`src/rtl/psram_defs.vh`:
```
// constants for the pipelined burst sram control block
`ifndef PSRAM_DEFS_VH
`define PSRAM_DEFS_VH

// ---------------------------------------------------------------
// geometry
// ---------------------------------------------------------------
`define PSRAM_ADDR_W 18
`define PSRAM_LANES 4
`define PSRAM_LANE_W 9
`define PSRAM_BURST_W 2

// ---------------------------------------------------------------
// pipeline timing: data trails command by this many enabled edges
// ---------------------------------------------------------------
`define PSRAM_DATA_LAG 2

// ---------------------------------------------------------------
// buffer
// ---------------------------------------------------------------
`define PSRAM_BUF_DEPTH 2

`endif

```
`src/rtl/psram_core.v`:
```
// pipelined burst sram core: clock hold, chip selects, write pairing
//
// Contract
// [RULE1] edge_hold_n high at an edge: that edge is ignored completely.
// [RULE2] on a held edge every internal register keeps its value; here synchronisers, the buffer, rd_valid and pipe_stall still update.
// [RULE3] master drives valid lane strobes on every write and burst-write cycle.
// [RULE4] write starts when read_not_write is low at a new load.
// [RULE5] strobes come with the command; data follows two enabled edges later.
// [RULE6] select_high active high, the other two low; all three needed.
// [RULE7] advance_or_load sampled low ends any burst and loads new address.
// [RULE8] read_not_write is ignored while advancing; burst keeps load direction.
// [RULE9] two lowest address bits step linear or interleaved per burst_order_sel_n.
// [RULE10] deselected load starts nothing; transfers already in flight complete.
`timescale 1ns/1ps
`include "psram_defs.vh"

module psram_core #(
  parameter AW = `PSRAM_ADDR_W,
  parameter LANES = `PSRAM_LANES,
  parameter LW = `PSRAM_LANE_W
) (
  // clock and reset
  input wire clk,
  input wire nrst,
  // control pins
  input wire edge_hold_n,
  input wire advance_or_load,
  input wire read_not_write,
  input wire select_low_a,
  input wire select_low_b,
  input wire select_high,
  input wire burst_order_sel_n,
  input wire [AW-1:0] addr,
  input wire [LANES-1:0] lane_write_strobes_n,
  // write data pins
  input wire [LANES*LW-1:0] wr_data,
  // paired write stream towards the array
  output reg wr_valid,
  output reg [AW-1:0] wr_addr,
  output reg [LANES-1:0] wr_lanes,
  output reg [LANES*LW-1:0] wr_word,
  input wire wr_ready,
  // read request stream towards the array
  output reg rd_valid,
  output reg [AW-1:0] rd_addr,
  // status
  output reg pipe_stall
);

  // ---------------------------------------------------------------
  // reset release and pin synchronisers
  // ---------------------------------------------------------------
  reg rst_a_r, rst_b_r;
  always @(posedge clk or negedge nrst) begin
    if (!nrst) begin
      rst_a_r <= 1'b0;
      rst_b_r <= 1'b0;
    end else begin
      rst_a_r <= 1'b1;
      rst_b_r <= rst_a_r;
    end
  end
  wire rst_n = rst_b_r;

  localparam PW = 7 + AW + LANES + LANES*LW;
  reg [PW-1:0] pin_a_r, pin_b_r;
  always @(posedge clk or negedge nrst) begin
    if (!nrst) begin
      pin_a_r <= {PW{1'b0}};
      pin_b_r <= {PW{1'b0}};
    end else begin
      pin_a_r <= {edge_hold_n, advance_or_load, read_not_write, select_low_a,
                  select_low_b, select_high, burst_order_sel_n, addr,
                  lane_write_strobes_n, wr_data};
      pin_b_r <= pin_a_r;
    end
  end
  // pins are sampled together, so relative timing between them is kept
  wire s_hold_n = pin_b_r[PW-1];
  wire s_adv = pin_b_r[PW-2];
  wire s_rnw = pin_b_r[PW-3];
  wire s_cs1_n = pin_b_r[PW-4];
  wire s_cs2_n = pin_b_r[PW-5];
  wire s_cs_hi = pin_b_r[PW-6];
  wire s_order_n = pin_b_r[PW-7];
  wire [AW-1:0] s_addr = pin_b_r[AW+LANES+LANES*LW-1:LANES+LANES*LW];
  wire [LANES-1:0] s_bw_n = pin_b_r[LANES+LANES*LW-1:LANES*LW];
  wire [LANES*LW-1:0] s_data = pin_b_r[LANES*LW-1:0];

  // ---------------------------------------------------------------
  // burst step
  // ---------------------------------------------------------------
  // interleaved order depends on the start word, so the step comes from a beat count
  function [1:0] burst_lo;
    input [1:0] base;
    input [1:0] beat;
    input lin;
    begin
      if (lin)
        burst_lo = base + beat; // [RULE9]
      else
        burst_lo = base ^ beat; // [RULE9]
    end
  endfunction

  // ---------------------------------------------------------------
  // command stage
  // ---------------------------------------------------------------
  wire buf_in_ready;
  // a full buffer holds the pipe like a held edge, so no word drops
  wire en = s_hold_n == 1'b0 && buf_in_ready; // [RULE1]
  wire sel = !s_cs1_n && !s_cs2_n && s_cs_hi; // [RULE6]

  reg act_r, wr_r, lin_r;
  reg [1:0] base_lo_r;
  reg [1:0] beat_r;
  reg [AW-1:0] cur_addr_r;
  reg [AW-1:0] cmd_addr_nxt;
  reg [1:0] beat_nxt;
  reg cmd_v_nxt, cmd_wr_nxt;
  always @* begin
    cmd_v_nxt = 1'b0;
    cmd_wr_nxt = wr_r;
    cmd_addr_nxt = cur_addr_r;
    beat_nxt = beat_r;
    if (!s_adv) begin
      cmd_v_nxt = sel; // [RULE10]
      cmd_wr_nxt = !s_rnw; // [RULE4]
      cmd_addr_nxt = s_addr; // [RULE7]
      beat_nxt = 2'h0;
    end else if (act_r) begin
      cmd_v_nxt = 1'b1; // [RULE8]
      beat_nxt = beat_r + 2'h1;
      cmd_addr_nxt = {cur_addr_r[AW-1:2], burst_lo(base_lo_r, beat_nxt, lin_r)};
    end
  end

  always @(posedge clk or negedge rst_n) begin
    if (!rst_n) begin
      act_r <= 1'b0;
      wr_r <= 1'b0;
      lin_r <= 1'b0;
      base_lo_r <= 2'h0;
      beat_r <= 2'h0;
      cur_addr_r <= {AW{1'b0}};
    end else if (en) begin // [RULE2]
      act_r <= cmd_v_nxt;
      wr_r <= cmd_wr_nxt;
      cur_addr_r <= cmd_addr_nxt;
      beat_r <= beat_nxt;
      if (!s_adv) begin
        lin_r <= !s_order_n;
        base_lo_r <= s_addr[1:0];
      end
    end
  end

  // ---------------------------------------------------------------
  // write pipeline: strobes lead data by the lag
  // ---------------------------------------------------------------
  localparam LAG = `PSRAM_DATA_LAG;
  // stage outputs, stage 0 nearest the command
  wire [LAG-1:0] pv;
  wire [LAG*AW-1:0] pa;
  wire [LAG*LANES-1:0] pb;
  genvar g;
  generate
    for (g = 0; g < LAG; g = g + 1) begin : g_pipe
      reg v_r;
      reg [AW-1:0] a_r;
      reg [LANES-1:0] b_r;
      wire v_in;
      wire [AW-1:0] a_in;
      wire [LANES-1:0] b_in;
      if (g == 0) begin : g_head
        assign v_in = cmd_v_nxt && cmd_wr_nxt; // [RULE5]
        assign a_in = cmd_addr_nxt;
        assign b_in = ~s_bw_n; // [RULE3]
      end else begin : g_tail
        assign v_in = pv[g-1];
        assign a_in = pa[(g-1)*AW +: AW];
        assign b_in = pb[(g-1)*LANES +: LANES];
      end
      always @(posedge clk or negedge rst_n) begin
        if (!rst_n) begin
          v_r <= 1'b0;
          a_r <= {AW{1'b0}};
          b_r <= {LANES{1'b0}};
        end else if (en) begin // [RULE2]
          v_r <= v_in;
          a_r <= a_in;
          b_r <= b_in;
        end
      end
      assign pv[g] = v_r;
      assign pa[g*AW +: AW] = a_r;
      assign pb[g*LANES +: LANES] = b_r;
    end
  endgenerate

  // pairs strobes from LAG enabled edges ago with data on this edge
  wire push = en && pv[LAG-1]; // [RULE5]

  // ---------------------------------------------------------------
  // two-entry buffer towards the array
  // ---------------------------------------------------------------
  localparam EW = AW + LANES + LANES*LW;
  reg [EW-1:0] mem_r [0:1];
  reg wp_r, rp_r;
  reg [1:0] cnt_r;
  assign buf_in_ready = cnt_r != 2'h2;
  wire pop = wr_valid && wr_ready;
  wire pop_take = cnt_r != 2'h0 && (!wr_valid || pop);

  always @(posedge clk or negedge rst_n) begin
    if (!rst_n) begin
      wp_r <= 1'b0;
      rp_r <= 1'b0;
      cnt_r <= 2'h0;
      mem_r[0] <= {EW{1'b0}};
      mem_r[1] <= {EW{1'b0}};
      wr_valid <= 1'b0;
      wr_addr <= {AW{1'b0}};
      wr_lanes <= {LANES{1'b0}};
      wr_word <= {LANES*LW{1'b0}};
    end else begin
      if (push) begin
        mem_r[wp_r] <= {pa[(LAG-1)*AW +: AW], pb[(LAG-1)*LANES +: LANES], s_data};
        wp_r <= ~wp_r;
      end
      if (pop_take) begin
        {wr_addr, wr_lanes, wr_word} <= mem_r[rp_r];
        rp_r <= ~rp_r;
        wr_valid <= 1'b1;
      end else if (pop) begin
        wr_valid <= 1'b0;
      end
      cnt_r <= cnt_r + {1'b0, push} - {1'b0, pop_take};
    end
  end

  // ---------------------------------------------------------------
  // read requests and status
  // ---------------------------------------------------------------
  always @(posedge clk or negedge rst_n) begin
    if (!rst_n) begin
      rd_valid <= 1'b0;
      rd_addr <= {AW{1'b0}};
      pipe_stall <= 1'b0;
    end else begin
      rd_valid <= en && cmd_v_nxt && !cmd_wr_nxt;
      if (en)
        rd_addr <= cmd_addr_nxt;
      pipe_stall <= !en;
    end
  end

endmodule

```
`config.mk`:
```
export PLATFORM = sky130hd
export DESIGN_NAME = psram_core
export DESIGN_NICKNAME = d
export VERILOG_FILES = /design/src/rtl/psram_core.v
export VERILOG_INCLUDE_DIRS = /design/src /design/src/rtl
export SDC_FILE = /design/constraint.sdc
export NUM_CORES = 1
export LEC_CHECK = 0
export ABC_AREA = 1
export BUFFER_PORTS_ARGS = -buffer_cell sky130_fd_sc_hd__buf_2
export CAP_MARGIN = 25
export CORE_MARGIN = 2
export CORE_UTILIZATION = 40
export CTS_CLUSTER_DIAMETER = 200
export DETAILED_ROUTE_END_ITERATION = 10
export SLEW_MARGIN = 30
export SYNTH_ARGS = -nofsm -noshare
export SYNTH_HDL_FRONTEND = slang
export SYNTH_SLANG_ARGS = --single-unit
```
`constraint.sdc`:
```
create_clock -name clk -period 7.4 [get_ports clk]
set_input_delay 1.11 -clock clk [delete_from_list [all_inputs] [get_ports clk]]
set_output_delay 1.11 -clock clk [all_outputs]
set_load 0.1 [all_outputs]
```
# Word level (Yosys, flattened, before mapping)
# Index checks and enable logic that the tools add are counted.
# totals
ff_bits,366
out_inout_bits,79
# classes
n_addsub,4
magnitude_cmp,3
eq_ne,2
muxes,16
n_bitwise,8
reduce_logical,22
# ops
cell,n
$mux 58,4
$bwmux 116,1
$demux 58 s1,1
$mux 18,1
$logic_and 1x1->1,10
$mux 2,4
$logic_not 1->1,7
$mux 1,5
$ge 2x2->1 const B,2
$not 1->1,4
$not 1->2,2
$not 4->4,1
$reduce_and 2->1,2
$reduce_bool 2->1,2
$add 2x1->2,1
$add 2x1->2 const B,1
$add 2x2->2,1
$lt 2x1->1 const B,1
$ne 2x1->1 const B,1
$ne 2x2->1 const B,1
$sub 2x1->2,1
$xor 2x2->2,1
$logic_or 1x1->1,1

# Depth between registers and ports, before layout
# logic_depth
ltp_word,6
ltp_mapped,9
depth_no_buf,9

# Worst setup path before layout
# Ideal clock, no wire load.
# synth_timing
path_type,input -> register
from,input wr_ready
to,register cnt_r[1]
arrival_time_ns,2.054
t_required_ns,7.274
setup_slack_ns,5.220
path_stages,7
path_buffers,1
cell_sequence,nor2_1 -> nor2_2 -> buf_2 -> ha_1 -> inv_1 -> nand2_1 -> xor2_1
# synth_via
elab_chain_len,4
# synth_lines
item,line,source
start: declaration,psram_core.v:42,"input wire wr_ready,"
$logic_and 1x1->1,psram_core.v:212,wire pop = wr_valid && wr_ready;
$logic_or 1x1->1,psram_core.v:213,wire pop_take = cnt_r != 2'h0 && (!wr_valid || pop);
$logic_and 1x1->1,psram_core.v:213,
net pop_take,psram_core.v:213,
$sub 2x1->2,psram_core.v:238,"cnt_r <= cnt_r + {1'b0, push} - {1'b0, pop_take};"
end signal: assignment,psram_core.v:238,
end: declaration,psram_core.v:210,reg [1:0] cnt_r;
# The timed path passes the listed nets, and every way through them passes these cells.
# A chain may end at the register's enable or synchronous reset.

# Worst setup path in the final report
# layout_timing
from,input wr_ready
to,register wr_word[15]
# layout_via
elab_chain_len,3
# layout_lines
item,line,source
$logic_and 1x1->1,psram_core.v:212,
$logic_or 1x1->1,psram_core.v:213,
$logic_and 1x1->1,psram_core.v:213,
end signal: assignment,psram_core.v:225,wr_word <= {LANES*LW{1'b0}};
end signal: assignment,psram_core.v:232,"{wr_addr, wr_lanes, wr_word} <= mem_r[rp_r];"
end: declaration,psram_core.v:41,"output reg [LANES*LW-1:0] wr_word,"
# Every way passes these cells.

==> impl_metrics.yaml <==
critical_path:
  crit_type: "input port to register"
  end_kind: "register"
  r2r_slack_ns: 4.95
  crit_path_end: "wr_word[15]$_DFFE_PN0P_"
  start_kind: "input port"
  r2r_start: "cnt_r[0]$_DFF_PN0_"
  crit_start: "wr_ready"
  worstRegToRegCells: 8
  arrival_ns: 2.98
  rr_endpoint: "mem_r[21]$_DFFE_PN0P_"
  path_max_fanout: 85
  required_ns: 7.83
run_status:
  status: "finished clean"
clocking:
  cts_setup_buffers: 0
  cts_tree: "built"
  htreeDepth: 2
  cts.sinks: 366
  clkLatencyLatePin_ns: 0.52
  clock-root-buffer: "clkbuf_16"
  numCtsBuffers: 38
  cts-hold-fix-buffers: 0
  cts_resized: 0
  path_clk_slew_ns: 0.06
  cts_buffer_depth: 3
min_path:
  hp-class: "register to register"
cells_and_area:
  multiInputGateArea_um2: 2830
  final_common_cell: "dfrtp_1"
  filler_cell_count: 2842
  seq_area_um2: 9160
  final_cell_area_um2: 14800
  mostFrequentLayoutCells: "364 x dfrtp_1, 319 x nand2_1, 145 x buf_2"
  syn_to_final_growth_pct: 18.0
  n_antenna_cell: 0
  finalNetCount: 1338
  drive_gt1_share_pct: 17.1
timing:
  fin_crit_ns: 2.54
  skew_ns: 0.0197
  setup_viol: 0
  drv_slew: 0
  tns_ns: 0
  worst_pin_slew_ns: 0.862
  max-slew-margin-rel_pct: 42.6
  hold_viol: 0
  fmax_mhz: 393
  rsz0062_at_grt: "no"
  finalCritPeriodShare_pct: 34.4
global_route:
  grt_pass1_wl_mm: 41.5
  grt_overflow_total: 0
  grtUsageTotal_pct: 15.7
  grt_max_degree: 178
  antenna_found_initial: 1
  grt_pass1_vias: 7954
placement:
  gp_congestion: 0.724
  port_buffers: 146
  dpl_cell_area_um2: 13600
  post-dp-hpwl_mm: 14.4
route:
  drt_drc_violations_left: 0
  postRouteAntennaNets: 0
  wl_per_cell_um: 14.8
  viasPerCell: 4.63
  drt-initial-drc-count: 474
  vias: 7825
  routed_wl_mm: 24.9
  drt-pass1-iter-count: 5
die:
  die_w_um: 181
  die_y_um: 181
  rows: 64
  start_util_pct: 40.9
  io_pins: 147
  core_um2: 30700
  fp.dieArea_um2: 32900
synthesis:
  synth_fa_ha_area_share_pct: 0.199
  synth_cell_type_count: 26
  synthCells: 1133
  syn_nets: 1203
  yosysSeqAreaShare_pct: 72.8
  synth-compound-area-share_pct: 9.20
  synthSimpleGateAreaFrac_pct: 12.7
  synthMuxAreaShare_pct: 0
  ys_ff_latch: 366
  synthXorXnorAreaFrac_pct: 0.279
  yosysWarningCount: 0
  synth_top_family_by_area: "simple AND/OR/NAND/NOR gates"
  netlist_area_um2: 12600
  syn_avg_cell_area_um2: 11.1
run:
  cap_viol_max_count: 0
==> kinds of logic (layout without fill, tap and decap cells) <==
| kind of cell | count (synthesis) | after routing |
|---|---|---|
| AND/OR/NAND/NOR | 411 | 411 |
| flip-flops | 366 | 366 |
| AO/OA/AOI/OAI | 216 | 216 |
| buffers and inverters | 133 | 293 |
| XOR/XNOR | 4 | 4 |
| adder cells (fa/ha/maj) | 2 | 2 |
| other | 1 | 1 |
==> worst max-delay path, cell delays in order <==
cell     delay [ns]
buf_2          0.09
nor2_1         0.06
nor2_4         0.60
buf_4          0.82
nor2_1         0.09
a31oi_1        0.18
==> worst min path at each step <==
stage,start,to,cells past startpoint
after CTS,pin_a_r[5]$_DFF_PN0_,pin_b_r[5]$_DFF_PN0_,0
after global routing,pin_a_r[5]$_DFF_PN0_,pin_b_r[5]$_DFF_PN0_,0
after global placement,pin_a_r[49]$_DFF_PN0_,pin_b_r[49]$_DFF_PN0_,0
final,pin_a_r[3]$_DFF_PN0_,pin_b_r[3]$_DFF_PN0_,0
after floorplan,pin_a_r[0]$_DFF_PN0_,pin_b_r[0]$_DFF_PN0_,0
after detailed placement,pin_a_r[61]$_DFF_PN0_,pin_b_r[61]$_DFF_PN0_,0
==> state kept, by name (all words and copies together), names as in the netlist, 2 cells and up <==
register and flops:
beat_r 2, g_pipe.v_r 2, base_lo_r 2, pin_a_r 65, cnt_r 2, g_pipe.a_r 36
mem_r 116, pin_b_r 65, wr_lanes 4, wr_addr 18, g_pipe.b_r 8, wr_word 36
==> cell type report <==
type	instances	area share (%)
Clock buffer	54	7.37
Clock inverter	11	0.869
Inverter	73	1.85
Multi-Input combinational cell	634	19.1
Sequential cell	366	61.8
Tap cell	396	3.34
Timing Repair Buffer	155	5.69
==> through the flow <==
step                instances  setup WS, ns  utilization, %  hold slack (ns)
floorplan                1133         0.336               -            0.331
global placement         1623          4.34            44.1            0.331
detailed placement       1623          4.27            44.2            0.335
CTS                      1688          4.81            48.1            0.339
global route             1689          4.63            48.2            0.345
finish                   1689          4.86            48.2            0.342
==> cell usage after synthesis (all sizes together) <==
library cell / n / area share (%)
buf: 29 / 1.6
a21oi: 3 / 0.15
o21ai: 155 / 6.2
clkinv: 1 / 0.030
dfrtp: 366 / 73
xnor2: 1 / 0.070
clkbuf: 31 / 0.94
ha: 2 / 0.20
nor2: 67 / 2.1
xor2: 3 / 0.21
nand3: 22 / 0.88
conb: 1 / 0.030
a31oi: 58 / 2.9
inv: 72 / 2.1
nand2: 322 / 9.8
==> metal layers <==
| layer | routed length, um | part of all wire, % | GRT usage (%) | vias to the layer above |
|---|---|---|---|---|
| li1 | - | - | - | 3899 |
| met4 | 553 | 2.2 | 4.94 | 2 |
| met2 | 11700 | 47 | 25.9 | 184 |
| met1 | 11400 | 46 | 20.8 | 3697 |
| met3 | 1290 | 5.2 | 3.63 | 43 |
| met5 | 13 | 0.052 | 0 | - |
Power is left out: the tool's default activity adds up to more than one toggle a clock period on the data nets, which glitch-free logic cannot reach.
